`src/core/fdc_pkg.sv`:
```
// Notes on behaviour
// Each new sample is captured on the rising clock edge and all magnitude work uses it.
// The overrange flag rises as soon as a sample magnitude is above the upper threshold.
// The flag falls only after the magnitude stays below the lower threshold past the dwell.
// While the flag is up, a magnitude at or above the lower threshold restarts the dwell count.
// Every sample magnitude is added into an accumulator that forms the average magnitude.
// After the fixed number of samples the average is compared with the calibration threshold.
// Coefficients update only when the average is strictly above the threshold; the code updates after every block while the gate bit is clear.
// Each threshold is a 16-bit value written one byte per transfer and assembled here.
// The calibration threshold is an average magnitude from 0 to 0x4000, which is full scale.
// Threshold gating of calibration updates is active straight out of reset.
// The overrange flag drives its own dedicated output pin.
package fdc_pkg;

	localparam int ADDR_W = 4;
	localparam int DATA_W = 8;
	localparam int THR_W  = 16;

	// ----------------------------------------------------------------
	// Register offsets
	// ----------------------------------------------------------------
	localparam logic [ADDR_W-1:0] OFS_UPPER_LO = 4'h0;
	localparam logic [ADDR_W-1:0] OFS_UPPER_HI = 4'h1;
	localparam logic [ADDR_W-1:0] OFS_LOWER_LO = 4'h2;
	localparam logic [ADDR_W-1:0] OFS_LOWER_HI = 4'h3;
	localparam logic [ADDR_W-1:0] OFS_DWELL_LO = 4'h4;
	localparam logic [ADDR_W-1:0] OFS_DWELL_HI = 4'h5;
	localparam logic [ADDR_W-1:0] OFS_CALTH_LO = 4'h6;
	localparam logic [ADDR_W-1:0] OFS_CALTH_HI = 4'h7;
	localparam logic [ADDR_W-1:0] OFS_CONTROL  = 4'h8;
	localparam logic [ADDR_W-1:0] OFS_STATUS   = 4'h9;
	localparam logic [ADDR_W-1:0] OFS_IRQ_STAT = 4'hA;
	localparam logic [ADDR_W-1:0] OFS_IRQ_EN   = 4'hB;
	localparam logic [ADDR_W-1:0] OFS_IRQ_CLR  = 4'hC;

	// ----------------------------------------------------------------
	// Field positions
	// ----------------------------------------------------------------
	localparam int CTRL_GATE_BIT   = 0;
	localparam int STAT_FLAG_BIT   = 0;
	localparam int STAT_PASS_BIT   = 1;
	localparam int IRQ_N           = 4;
	localparam int IRQ_FLAG_SET    = 0;
	localparam int IRQ_FLAG_CLR    = 1;
	localparam int IRQ_CAL_UPDATE  = 2;
	localparam int IRQ_CAL_SKIP    = 3;

	// ----------------------------------------------------------------
	// Reset values
	// ----------------------------------------------------------------
	localparam logic [THR_W-1:0]  RST_UPPER  = 16'h3000;
	localparam logic [THR_W-1:0]  RST_LOWER  = 16'h2000;
	localparam logic [THR_W-1:0]  RST_DWELL  = 16'h0010;
	localparam logic [THR_W-1:0]  RST_CALTH  = 16'h0800;
	localparam logic              RST_GATE   = 1'b1;
	localparam logic [IRQ_N-1:0]  RST_IRQ_EN = 4'h0;

	// Full scale of the magnitude scale shared by all thresholds
	localparam logic [THR_W-1:0]  MAG_FULL_SCALE = 16'h4000;

endpackage

```
`src/core/fdc_fast_detect.sv`:
```
// Local design decisions: the register addresses and the strobed register port.
`timescale 1ns/10ps
module fdc_fast_detect
	import fdc_pkg::*;
#(
	parameter int SAMPLE_W = 12,
	parameter int CAL_LOG2 = 10
)
(
	input  wire logic                clk,
	input  wire logic                reset,
	input  wire logic [SAMPLE_W-1:0] sample,
	input  wire logic [ADDR_W-1:0]   regAddr,
	input  wire logic [DATA_W-1:0]   regWdata,
	input  wire logic                regWrite,
	input  wire logic                regRead,
	output logic      [DATA_W-1:0]   regRdata,
	output logic                     overrangeFlag,
	output logic                     coefUpdate,
	output logic                     irq
);

	// ----------------------------------------------------------------
	// State
	// ----------------------------------------------------------------
	localparam int ACC_W = THR_W + CAL_LOG2;
	localparam logic [CAL_LOG2-1:0] CAL_LAST = '1;

	typedef struct packed {
		logic [THR_W-1:0]    upThr;
		logic [THR_W-1:0]    lowThr;
		logic [THR_W-1:0]    dwell;
		logic [THR_W-1:0]    calThr;
		logic [DATA_W-1:0]   stage;
		logic                gateEn;
		logic                flag;
		logic [THR_W:0]      dwellCnt;
		logic [ACC_W-1:0]    acc;
		logic [CAL_LOG2-1:0] calCnt;
		logic                calPass;
		logic                coefUpd;
		logic [IRQ_N-1:0]    irqStat;
		logic [IRQ_N-1:0]    irqEn;
		logic                irqOut;
		logic [DATA_W-1:0]   rdata;
	} fdc_state_s;

	fdc_state_s st;
	fdc_state_s next_st;

	logic [THR_W-1:0]  mag;
	logic [ACC_W-1:0]  accSum;
	logic [THR_W-1:0]  average;
	logic [IRQ_N-1:0]  events;
	logic [IRQ_N-1:0]  clearMask;
	logic              passNow;

	// ----------------------------------------------------------------
	// Sample capture
	// ----------------------------------------------------------------
	fdc_magnitude #(
		.SAMPLE_W (SAMPLE_W)
	) u_mag (
		.clk       (clk),
		.reset     (reset),
		.sample    (sample),
		.magnitude (mag)
	);

	// ----------------------------------------------------------------
	// Next state
	// ----------------------------------------------------------------
	always_comb
	begin
		next_st   = st;
		events    = '0;
		clearMask = '0;
		accSum    = st.acc + ACC_W'(mag);
		average   = THR_W'(accSum >> CAL_LOG2);
		// Average magnitude and threshold share the 0..0x4000 scale
		passNow   = average > st.calThr;

		// Fast detect with hysteresis
		next_st.coefUpd = 1'b0;
		if (mag > st.upThr)
		begin
			next_st.flag     = 1'b1;
			next_st.dwellCnt = '0;
			if (!st.flag)
				events[IRQ_FLAG_SET] = 1'b1;
		end
		else if (st.flag)
		begin
			if (mag < st.lowThr)
			begin
				// Counter is one bit wider so a dwell of 0xFFFF can still expire
				if (st.dwellCnt > {1'b0, st.dwell})
				begin
					next_st.flag         = 1'b0;
					next_st.dwellCnt     = '0;
					events[IRQ_FLAG_CLR] = 1'b1;
				end
				else
				begin
					next_st.dwellCnt = st.dwellCnt + 1'b1;
				end
			end
			else
			begin
				next_st.dwellCnt = '0;
			end
		end
		else
		begin
			next_st.dwellCnt = '0;
		end

		// Calibration gate over a fixed block of samples
		if (st.calCnt == CAL_LAST)
		begin
			next_st.acc     = '0;
			next_st.calCnt  = '0;
			next_st.calPass = passNow;
			// With the gate off every block updates; gate on needs a strict pass
			if (passNow || !st.gateEn)
			begin
				next_st.coefUpd        = 1'b1;
				events[IRQ_CAL_UPDATE] = 1'b1;
			end
			else
			begin
				events[IRQ_CAL_SKIP] = 1'b1;
			end
		end
		else
		begin
			next_st.acc    = accSum;
			next_st.calCnt = st.calCnt + 1'b1;
		end

		// Register writes
		if (regWrite)
		begin
			case (regAddr)
				OFS_UPPER_LO,
				OFS_LOWER_LO,
				OFS_DWELL_LO,
				OFS_CALTH_LO: next_st.stage = regWdata;
				OFS_UPPER_HI: next_st.upThr = {regWdata, st.stage};
				OFS_LOWER_HI: next_st.lowThr = {regWdata, st.stage};
				OFS_DWELL_HI: next_st.dwell = {regWdata, st.stage};
				OFS_CALTH_HI: next_st.calThr = {regWdata, st.stage};
				OFS_CONTROL:  next_st.gateEn = regWdata[CTRL_GATE_BIT];
				OFS_IRQ_EN:   next_st.irqEn = regWdata[IRQ_N-1:0];
				OFS_IRQ_CLR:  clearMask = regWdata[IRQ_N-1:0];
				default:      next_st.stage = st.stage;
			endcase
		end

		// A new event wins over a clear in the same cycle
		next_st.irqStat = (st.irqStat & ~clearMask) | events;
		next_st.irqOut  = |(next_st.irqStat & next_st.irqEn);

		// Read data stands only in the cycle after the strobe
		next_st.rdata = '0;
		if (regRead)
		begin
			case (regAddr)
				OFS_UPPER_LO: next_st.rdata = st.upThr[7:0];
				OFS_UPPER_HI: next_st.rdata = st.upThr[15:8];
				OFS_LOWER_LO: next_st.rdata = st.lowThr[7:0];
				OFS_LOWER_HI: next_st.rdata = st.lowThr[15:8];
				OFS_DWELL_LO: next_st.rdata = st.dwell[7:0];
				OFS_DWELL_HI: next_st.rdata = st.dwell[15:8];
				OFS_CALTH_LO: next_st.rdata = st.calThr[7:0];
				OFS_CALTH_HI: next_st.rdata = st.calThr[15:8];
				OFS_CONTROL:  next_st.rdata[CTRL_GATE_BIT] = st.gateEn;
				OFS_STATUS:
				begin
					next_st.rdata[STAT_FLAG_BIT] = st.flag;
					next_st.rdata[STAT_PASS_BIT] = st.calPass;
				end
				OFS_IRQ_STAT: next_st.rdata[IRQ_N-1:0] = st.irqStat;
				OFS_IRQ_EN:   next_st.rdata[IRQ_N-1:0] = st.irqEn;
				default:      next_st.rdata = '0;
			endcase
		end
	end

	// ----------------------------------------------------------------
	// Registers
	// ----------------------------------------------------------------
	always_ff @(posedge clk or posedge reset)
	begin
		if (reset)
		begin
			st        <= '0;
			st.upThr  <= RST_UPPER;
			st.lowThr <= RST_LOWER;
			st.dwell  <= RST_DWELL;
			st.calThr <= RST_CALTH;
			st.gateEn <= RST_GATE;
			st.irqEn  <= RST_IRQ_EN;
		end
		else
		begin
			st <= next_st;
		end
	end

	// ----------------------------------------------------------------
	// Outputs
	// ----------------------------------------------------------------
	assign overrangeFlag = st.flag;
	assign coefUpdate    = st.coefUpd;
	assign irq           = st.irqOut;
	assign regRdata      = st.rdata;

endmodule

```
`src/core/fdc_magnitude.sv`:
```
`timescale 1ns/10ps
module fdc_magnitude
	import fdc_pkg::*;
#(
	parameter int SAMPLE_W = 12
)
(
	input  wire logic                clk,
	input  wire logic                reset,
	input  wire logic [SAMPLE_W-1:0] sample,
	output logic      [THR_W-1:0]    magnitude
);

	// ----------------------------------------------------------------
	// Absolute value scaled so that full scale equals 0x4000
	// ----------------------------------------------------------------
	localparam int SHIFT = 15 - SAMPLE_W;

	typedef struct packed {
		logic [THR_W-1:0] mag;
	} fdc_mag_s;

	fdc_mag_s st;
	fdc_mag_s next_st;
	logic [SAMPLE_W:0] absVal;

	always_comb
	begin
		next_st = st;
		// Sign extension first so the most negative code does not wrap
		if (sample[SAMPLE_W-1])
			absVal = (SAMPLE_W+1)'(-$signed({sample[SAMPLE_W-1], sample}));
		else
			absVal = {1'b0, sample};
		next_st.mag = THR_W'(absVal) << SHIFT;
	end

	always_ff @(posedge clk or posedge reset)
	begin
		if (reset)
			st <= '0;
		else
			st <= next_st;
	end

	assign magnitude = st.mag;

endmodule

```
`config.mk`:
```
export PLATFORM = sky130hd
export DESIGN_NAME = fdc_fast_detect
export DESIGN_NICKNAME = d
export VERILOG_FILES = /design/src/core/fdc_pkg.sv /design/src/core/fdc_fast_detect.sv /design/src/core/fdc_magnitude.sv
export SDC_FILE = /design/constraint.sdc
export NUM_CORES = 1
export LEC_CHECK = 0
export BUFFER_PORTS_ARGS = -buffer_cell sky130_fd_sc_hd__buf_2
export CORE_MARGIN = 3
export CORE_UTILIZATION = 55
export DETAILED_ROUTE_END_ITERATION = 7
export PLACE_DENSITY = 0.72
export SYNTH_ARGS = -nofsm -noshare
export SYNTH_HDL_FRONTEND = slang
export SYNTH_HIERARCHICAL = 1
export SYNTH_SLANG_ARGS = --single-unit
export TNS_END_PERCENT = 10
```
`constraint.sdc`:
```
create_clock -name clk -period 6.3 [get_ports clk]
set_clock_uncertainty 0.05 [all_clocks]
set_input_delay 1.26 -clock clk [delete_from_list [all_inputs] [get_ports clk]]
set_output_delay 1.26 -clock clk [all_outputs]
set_load 0.05 [all_outputs]
```
==> metrics.txt, run 1 <==
Syn-to-layout area delta 9.331%; critical-path cell list ha_1, a21o_1, o32a_1, o41ai_4, o211ai_1, nand4_1, xnor2_1, ha_1, nand4_1, a2111o_1, a32oi_1, nor3_1, nor4_1, o31ai_1; Die Span X roughly 140 um; clock sinks 159; Reg2Reg Setup Slack 2.26 ns; ys async rst share 1.000; Clk pwr share 0.261; DR WL met3 1.492 mm; Worst VDD drop approximately 0.23 mV; final period utilization 0.6413; H-Tree Depth 4; cell area after synthesis 9265 um2; via count 7,104; Critical Path AT 4.29 ns; 1st-pass router iterations 5; outcome finished, final reports clean; Core Region approximately 16,000 um2; endpoints failing hold 0; Total GRT Usage 0.2610; Slew Limit Fails 0; post-DP HPWL 16.71 mm; min cycle time layout around 4.0 ns; Syn Inst Count roughly 960; average wire per standard cell 18.99 um; Worst Hold Class reg2reg; switching power between 1 and 1.5 mW; endpoints failing setup 0; Worst Setup Start Kind register; Power Density about 380 nW/um2; Detail Route Antenna Nets 0; I/O pin count 39; CP max stage delay 0.44 ns; final non-filler cell area 10,130 um2; kind of critical path reg2reg; Max Cap Violations 0; CTS Hold Bufs 0; Die Y-Extent between 100 and 150 um; DRT Wirelength approximately 23 mm; maximum number of pins on one net before global-route repair between 100 and 150; commonest non-fill, non-tap cell in the layout dfrtp_1; cell internal pwr between 2 and 2.5 mW; CTS root buffer clkbuf_16; crit path max fanout 6; Yosys cell types between 70 and 80; Yosys top cell area share 0.4132; sw frac 0.3668; CTS tree yes; DRC viols 0; main area contributors after synthesis dfrtp_1 41%, ha_1 11%, o21ai_0 4.2%; postcts setup bufs 0; dpl cell area about 9600 um2; initial antenna violation count 0; sequential element share of the synthesized area 0.4302; uppermost layer routed met4; gr ovfl total 0; Mean Syn Cell Area just under 10 um2; vias in the first global route between 6,000 and 7,000; final antenna diode count 0; TritonCTS Buffers 17; Leak Pwr roughly 4.7 nW; FP Rows between 40 and 50; area of the die approximately 18,000 um2; Slew @ Worst Pin approximately 1.1 ns; met2 wire length around 10 mm; Worst slew margin 0.2710; drt via density ~5.8; Initial Util 0.5729; Max stage delay cell, worst path o211ai_1; Achievable Freq around 250 MHz; M1 WL roughly 11 mm; RSZ-0062 raised after global routing no; Clock Path Buffers 2; Worst Path Required 6.55 ns; share of power burned in registers 0.367; IO Port Bufs 38; Yosys reg bits 159; final setup TNS 0 ns; combinational share of power 0.372; most frequent cells in the layout 153 x dfrtp_1, 95 x nand2_1, 88 x inv_1; clock transition at the registers of the reported paths about 0.06 ns; Worst Setup End Kind register; drt initial violations 591; first-pass GRT wire length roughly 37 mm; fin nets around 1,100; EDFF count, synth 0; share of cells above drive strength 1 0.1201; Main synth FF type dfrtp_1; Synth Warn # 6; PostCTS Resize Cnt 0; RePlAce Congestion ~0.87; clock insertion delay at the later pin of the skew report ~0.43 ns; area leader, netlist dfrtp_1
critical path: cells and delay by family (launching register included):
family	cells	cell delay, ns
and+or+nand+nor	4	0.71
DFF	1	0.40
adders and majority gates	2	0.73
xor gates and xnor gates	1	0.21
AOI/OAI and AO/OA	7	1.83
state kept, by name (all words and copies together), names as in the netlist:
signal           count
overrangeFlag        1
st                 135
irq                  1
u_mag/magnitude     13
coefUpdate           1
regRdata             8
metal layers:
metal | track usage | up-vias
met1 | 0.3844 | 3466
met3 | 0.04978 | 36
li1 | - | 3372
met4 | 0.07559 | 0
met5 | 0 | -
met2 | 0.3955 | 230
cell usage after synthesis, drive strengths merged (3+ instances only):
library cell	n
a211oi	6
a21o	7
a21oi	45
a22oi	4
a31oi	8
and2	24
and3	10
and4	3
buf	19
clkbuf	22
dfrtp	153
dfstp	6
ha	82
inv	89
mux2	24
mux2i	10
mux4	7
nand2	95
nand2b	8
nand3	32
nand4	17
nor2	69
nor2b	8
nor3	12
nor4	5
o211ai	6
o21a	10
o21ai	81
o22ai	6
o31ai	5
o41ai	3
or2	3
xnor2	31
xor2	19
layout make-up:
class	count	area [um2]
Clock inverter	12	118.9
Multi-Input combinational cell	677	4748
Tap cell	216	270.3
Fill cell	1400	6043
Inverter	89	339.1
Timing Repair Buffer	42	220.2
Clock buffer	20	446.7
Sequential cell	159	3986
power by group through the flow:
stage	Sequential (mW)	Combinational (mW)	Clock (mW)
finish	1.41	1.43	1.00
global route	1.43	1.60	1.06
CTS	1.41	1.41	1.01
detailed placement	1.42	1.39	0
global placement	1.42	1.35	0
floorplan	1.37	1.09	0
cell families after synthesis:
| logic type | count (synthesis) | synth area share |
|---|---|---|
| xor gates and xnor gates | 50 | 0.04727 |
| AOI/OAI and AO/OA | 205 | 0.1373 |
| DFF | 159 | 0.4302 |
| adders and majority gates | 83 | 0.1129 |
| and+or+nand+nor | 294 | 0.1560 |
| buffers and inverters | 130 | 0.05847 |
| other | 1 | 0.0004047 |
| muxes | 41 | 0.05739 |
worst paths after layout:
| kind | startpoint | cells past startpoint | to |
|---|---|---|---|
| max | u_mag/magnitude[7] | 14 | irq |
| min | st[25] | 1 | st[25] |
| max reg2reg | u_mag/magnitude[7] | 14 | irq |
| min reg2reg | st[25] | 1 | st[25] |
| max in group asynchronous | reset | 3 | st[73] |
| min in group asynchronous | reset | 2 | u_mag/magnitude[3] |
stage by stage:
stage / worst slack [ns] / hold WS, ns / utilization / power, mW / cells
finish: 2.260 / 0.4395 / 0.6263 / 3.845 / 1215
global route: 1.954 / 0.4609 / 0.6263 / 4.093 / 1215
CTS: 2.315 / 0.4475 / 0.6263 / 3.834 / 1215
detailed placement: 2.415 / 0.4356 / 0.5914 / 2.809 / 1183
global placement: 2.513 / 0.4282 / 0.5914 / 2.766 / 1183
floorplan: 1.077 / 0.3994 / - / 2.455 / 966
No activity file was read; power rests on OpenSTA's default activity.
==> inputs of run 2 (changes only) <==
- clock period: 6.3 -> 3.9 ns (I/O delays scaled with it)
==> run 2 against run 1 <==
Compared with the run above:
- flip-flop and latch count did not move
- utilization rose by 2.7 points
- clock-buffer cell count did not move
- clock power rose by 92%
- global-route usage rose by 0.65 points
- largest cell class unchanged
- sequential share of layout area fell by 1.6 points
==> metrics.txt, run 2 (synthesis gave the netlist of run 1 again) <==
Reg2Reg Setup Slack 0.11 ns (was 2.26 ns); initial antenna violation count 0 (unchanged); Worst R2R Path Depth 16 (was 14); RePlAce Congestion 0.9707 (was 0.8665); Clk pwr share 0.286 (was 0.261); share of power burned in registers 0.342 (was 0.367); TritonCTS Buffers 17 (unchanged); drt via density 5.886 (was 5.847); maximum number of pins on one net before global-route repair 57 (was 111); Power Density 635.8 nW/um2 (was 379.6 nW/um2); Worst Setup End Kind register (unchanged); final antenna diode count 0 (unchanged); crit path max fanout 5 (was 6); Final Util 0.6531 (was 0.6263); gr ovfl total 0 (unchanged); Worst Setup Start Kind register (unchanged); critical path startpoint u_mag/magnitude[13] (was u_mag/magnitude[7]); Core Region 16,170 um2 (unchanged); endpoints failing hold 0 (unchanged); Worst Hold Class in2async (was reg2reg); multi-input logic area 4897 um2 (was 4748 um2); combinational share of power 0.372 (about the same); DRT Wirelength 23.55 mm (was 23.08 mm); sw frac 0.3528 (was 0.3668); Worst Path Required 4.15 ns (was 6.55 ns); FP Rows 46 (unchanged); Top reg by flops st (unchanged); endpoints failing setup 0 (unchanged); 1st-pass router iterations 6 (was 5); Leak Pwr 4.836 nW (was 4.666 nW); Max Cap Violations 0 (unchanged); average wire per standard cell 19.10 um (was 18.99 um); share of cells above drive strength 1 0.1563 (was 0.1201); Crit Reg-Reg Startpoint u_mag/magnitude[13] (was u_mag/magnitude[7]); Total GRT Usage 0.2675 (was 0.2610); I/O pin count 39 (unchanged); most frequent cells in the layout 151 x dfrtp_1, 95 x nand2_1, 88 x inv_1 (was 153 x dfrtp_1, 95 x nand2_1, 88 x inv_1); clock transition at the registers of the reported paths 0.07 ns (was 0.06 ns); clock sinks 159 (unchanged); Filler cells 1,324 (was 1,400); Achievable Freq 264.0 MHz (was 247.5 MHz); max reg flops 135 (unchanged); Initial Util 0.5729 (unchanged); commonest non-fill, non-tap cell in the layout dfrtp_1 (unchanged); Die Span X 135.8 um (unchanged); via count 7,258 (was 7,104); post-DP HPWL 17.07 mm (was 16.71 mm); clock insertion delay at the later pin of the skew report 0.44 ns (was 0.43 ns); Final Power 6.715 mW (was 3.845 mW); H-Tree Depth 4 (unchanged); area of the die 18,440 um2 (unchanged); kind of critical path reg2reg (unchanged); Syn-to-layout area delta 14.00% (was 9.331%); min cycle time layout 3.788 ns (was 4.040 ns); CTS Hold Bufs 0 (unchanged); vias in the first global route 6,994 (was 6,899); Critical Path AT 4.04 ns (was 4.29 ns); Register Area 3989 um2 (was 3986 um2); Detail Route Antenna Nets 0 (unchanged); Worst slew margin 0.2752 (was 0.2710); r2r endpoint irq (unchanged); first-pass GRT wire length 37.52 mm (was 36.78 mm); Slew Limit Fails 0 (unchanged); drt initial violations 659 (was 591); outcome finished, final reports clean (unchanged); Die Y-Extent 135.8 um (unchanged); Clock Path Buffers 2 (unchanged); Worst VDD drop 0.3503 mV (was 0.2295 mV); CTS root buffer clkbuf_16 (unchanged); Slew @ Worst Pin 1.085 ns (was 1.090 ns); switching power 2.369 mW (was 1.410 mW); fin nets 1,115 (was 1,097); CTS tree yes (unchanged); final period utilization 0.9712 (was 0.6413); DRC viols 0 (unchanged); IO Port Bufs 38 (unchanged); cell internal pwr 4.346 mW (was 2.434 mW)
==> run 2: cell types whose count changed in the layout (fill, tap and decap cells not counted), sizes merged <==
cell / previous run / this run
buf: 42 / 60
clkinv: 8 / 4
bufinv: 2 / 6
==> run 2: metrics by stage <==
stage	hold WS (ns)	setup TNS (ns)	area, um2	setup slack (ns)	instances
after global placement	0.4328	0	9678	0.1981	1195
after floorplan	0.3994	0	9280	0.4806	966
after detailed placement	0.4359	0	9678	0.1236	1195
final	0.3615	0	10560	0.1123	1233
after global routing	0.3901	-0.05103	10560	-0.05103	1233
after CTS	0.3702	0	10370	0.04232	1227
==> run 2: how the worst max path moves through the flow <==
stage | to | slack (ns) | cells after the start
final | irq | 0.11 | 16
after detailed placement | irq | 0.12 | 15
after global placement | irq | 0.20 | 15
after global routing | irq | -0.05 | 16
after CTS | irq | 0.04 | 14
after floorplan | irq | 0.48 | 14
==> run 2: what timing repair did <==
| item | 4_1_cts | 5_1_grt |
|---|---|---|
| endpoints found under the hold margin | 0 | 0 |
| resized for setup | 0 | 22 |
| buffers inserted | 0 | 6 |
| endpoints found under the setup margin | 0 | 2 |
==> run 2: worst max-delay path, stage by stage, from the launching register on <==
cell	delay [ns]
dfrtp_1	0.46
ha_1	0.37
a21o_1	0.23
a2111oi_2	0.38
o211ai_1	0.16
buf_4	0.19
nand4_1	0.13
xnor2_2	0.14
ha_1	0.26
nand4_1	0.19
buf_4	0.16
nor2_1	0.05
a2bb2oi_2	0.20
a32oi_2	0.15
and3_1	0.22
nor4_2	0.20
o31ai_1	0.11
==> run 2: per-layer routing <==
metal / track usage / vias to the layer above / part of all wire
li1: - / 3423 / -
met1: 0.3792 / 3559 / 0.45
met2: 0.4051 / 229 / 0.45
met3: 0.06315 / 47 / 0.066
met4: 0.09462 / 0 / 0.028
met5: 0 / - / 0
==> run 2: power groups by stage <==
stage / logic [mW] / registers (mW) / clock network [mW]
3_3_place_gp: 2.21 / 2.28 / 0
2_1_floorplan: 1.75 / 2.21 / 0
4_1_cts: 2.31 / 2.27 / 1.94
5_1_grt: 2.80 / 2.33 / 2.02
6_report: 2.49 / 2.30 / 1.92
3_5_place_dp: 2.26 / 2.29 / 0
==> run 2: cell type report <==
type                       instances  area share
clock inverter                    12     0.02191
timing repair buffer              60     0.03601
clock buffer                      20     0.04324
tap                              216     0.02559
multi-input combinational        677      0.4636
sequential                       159      0.3776
inverter                          89     0.03198
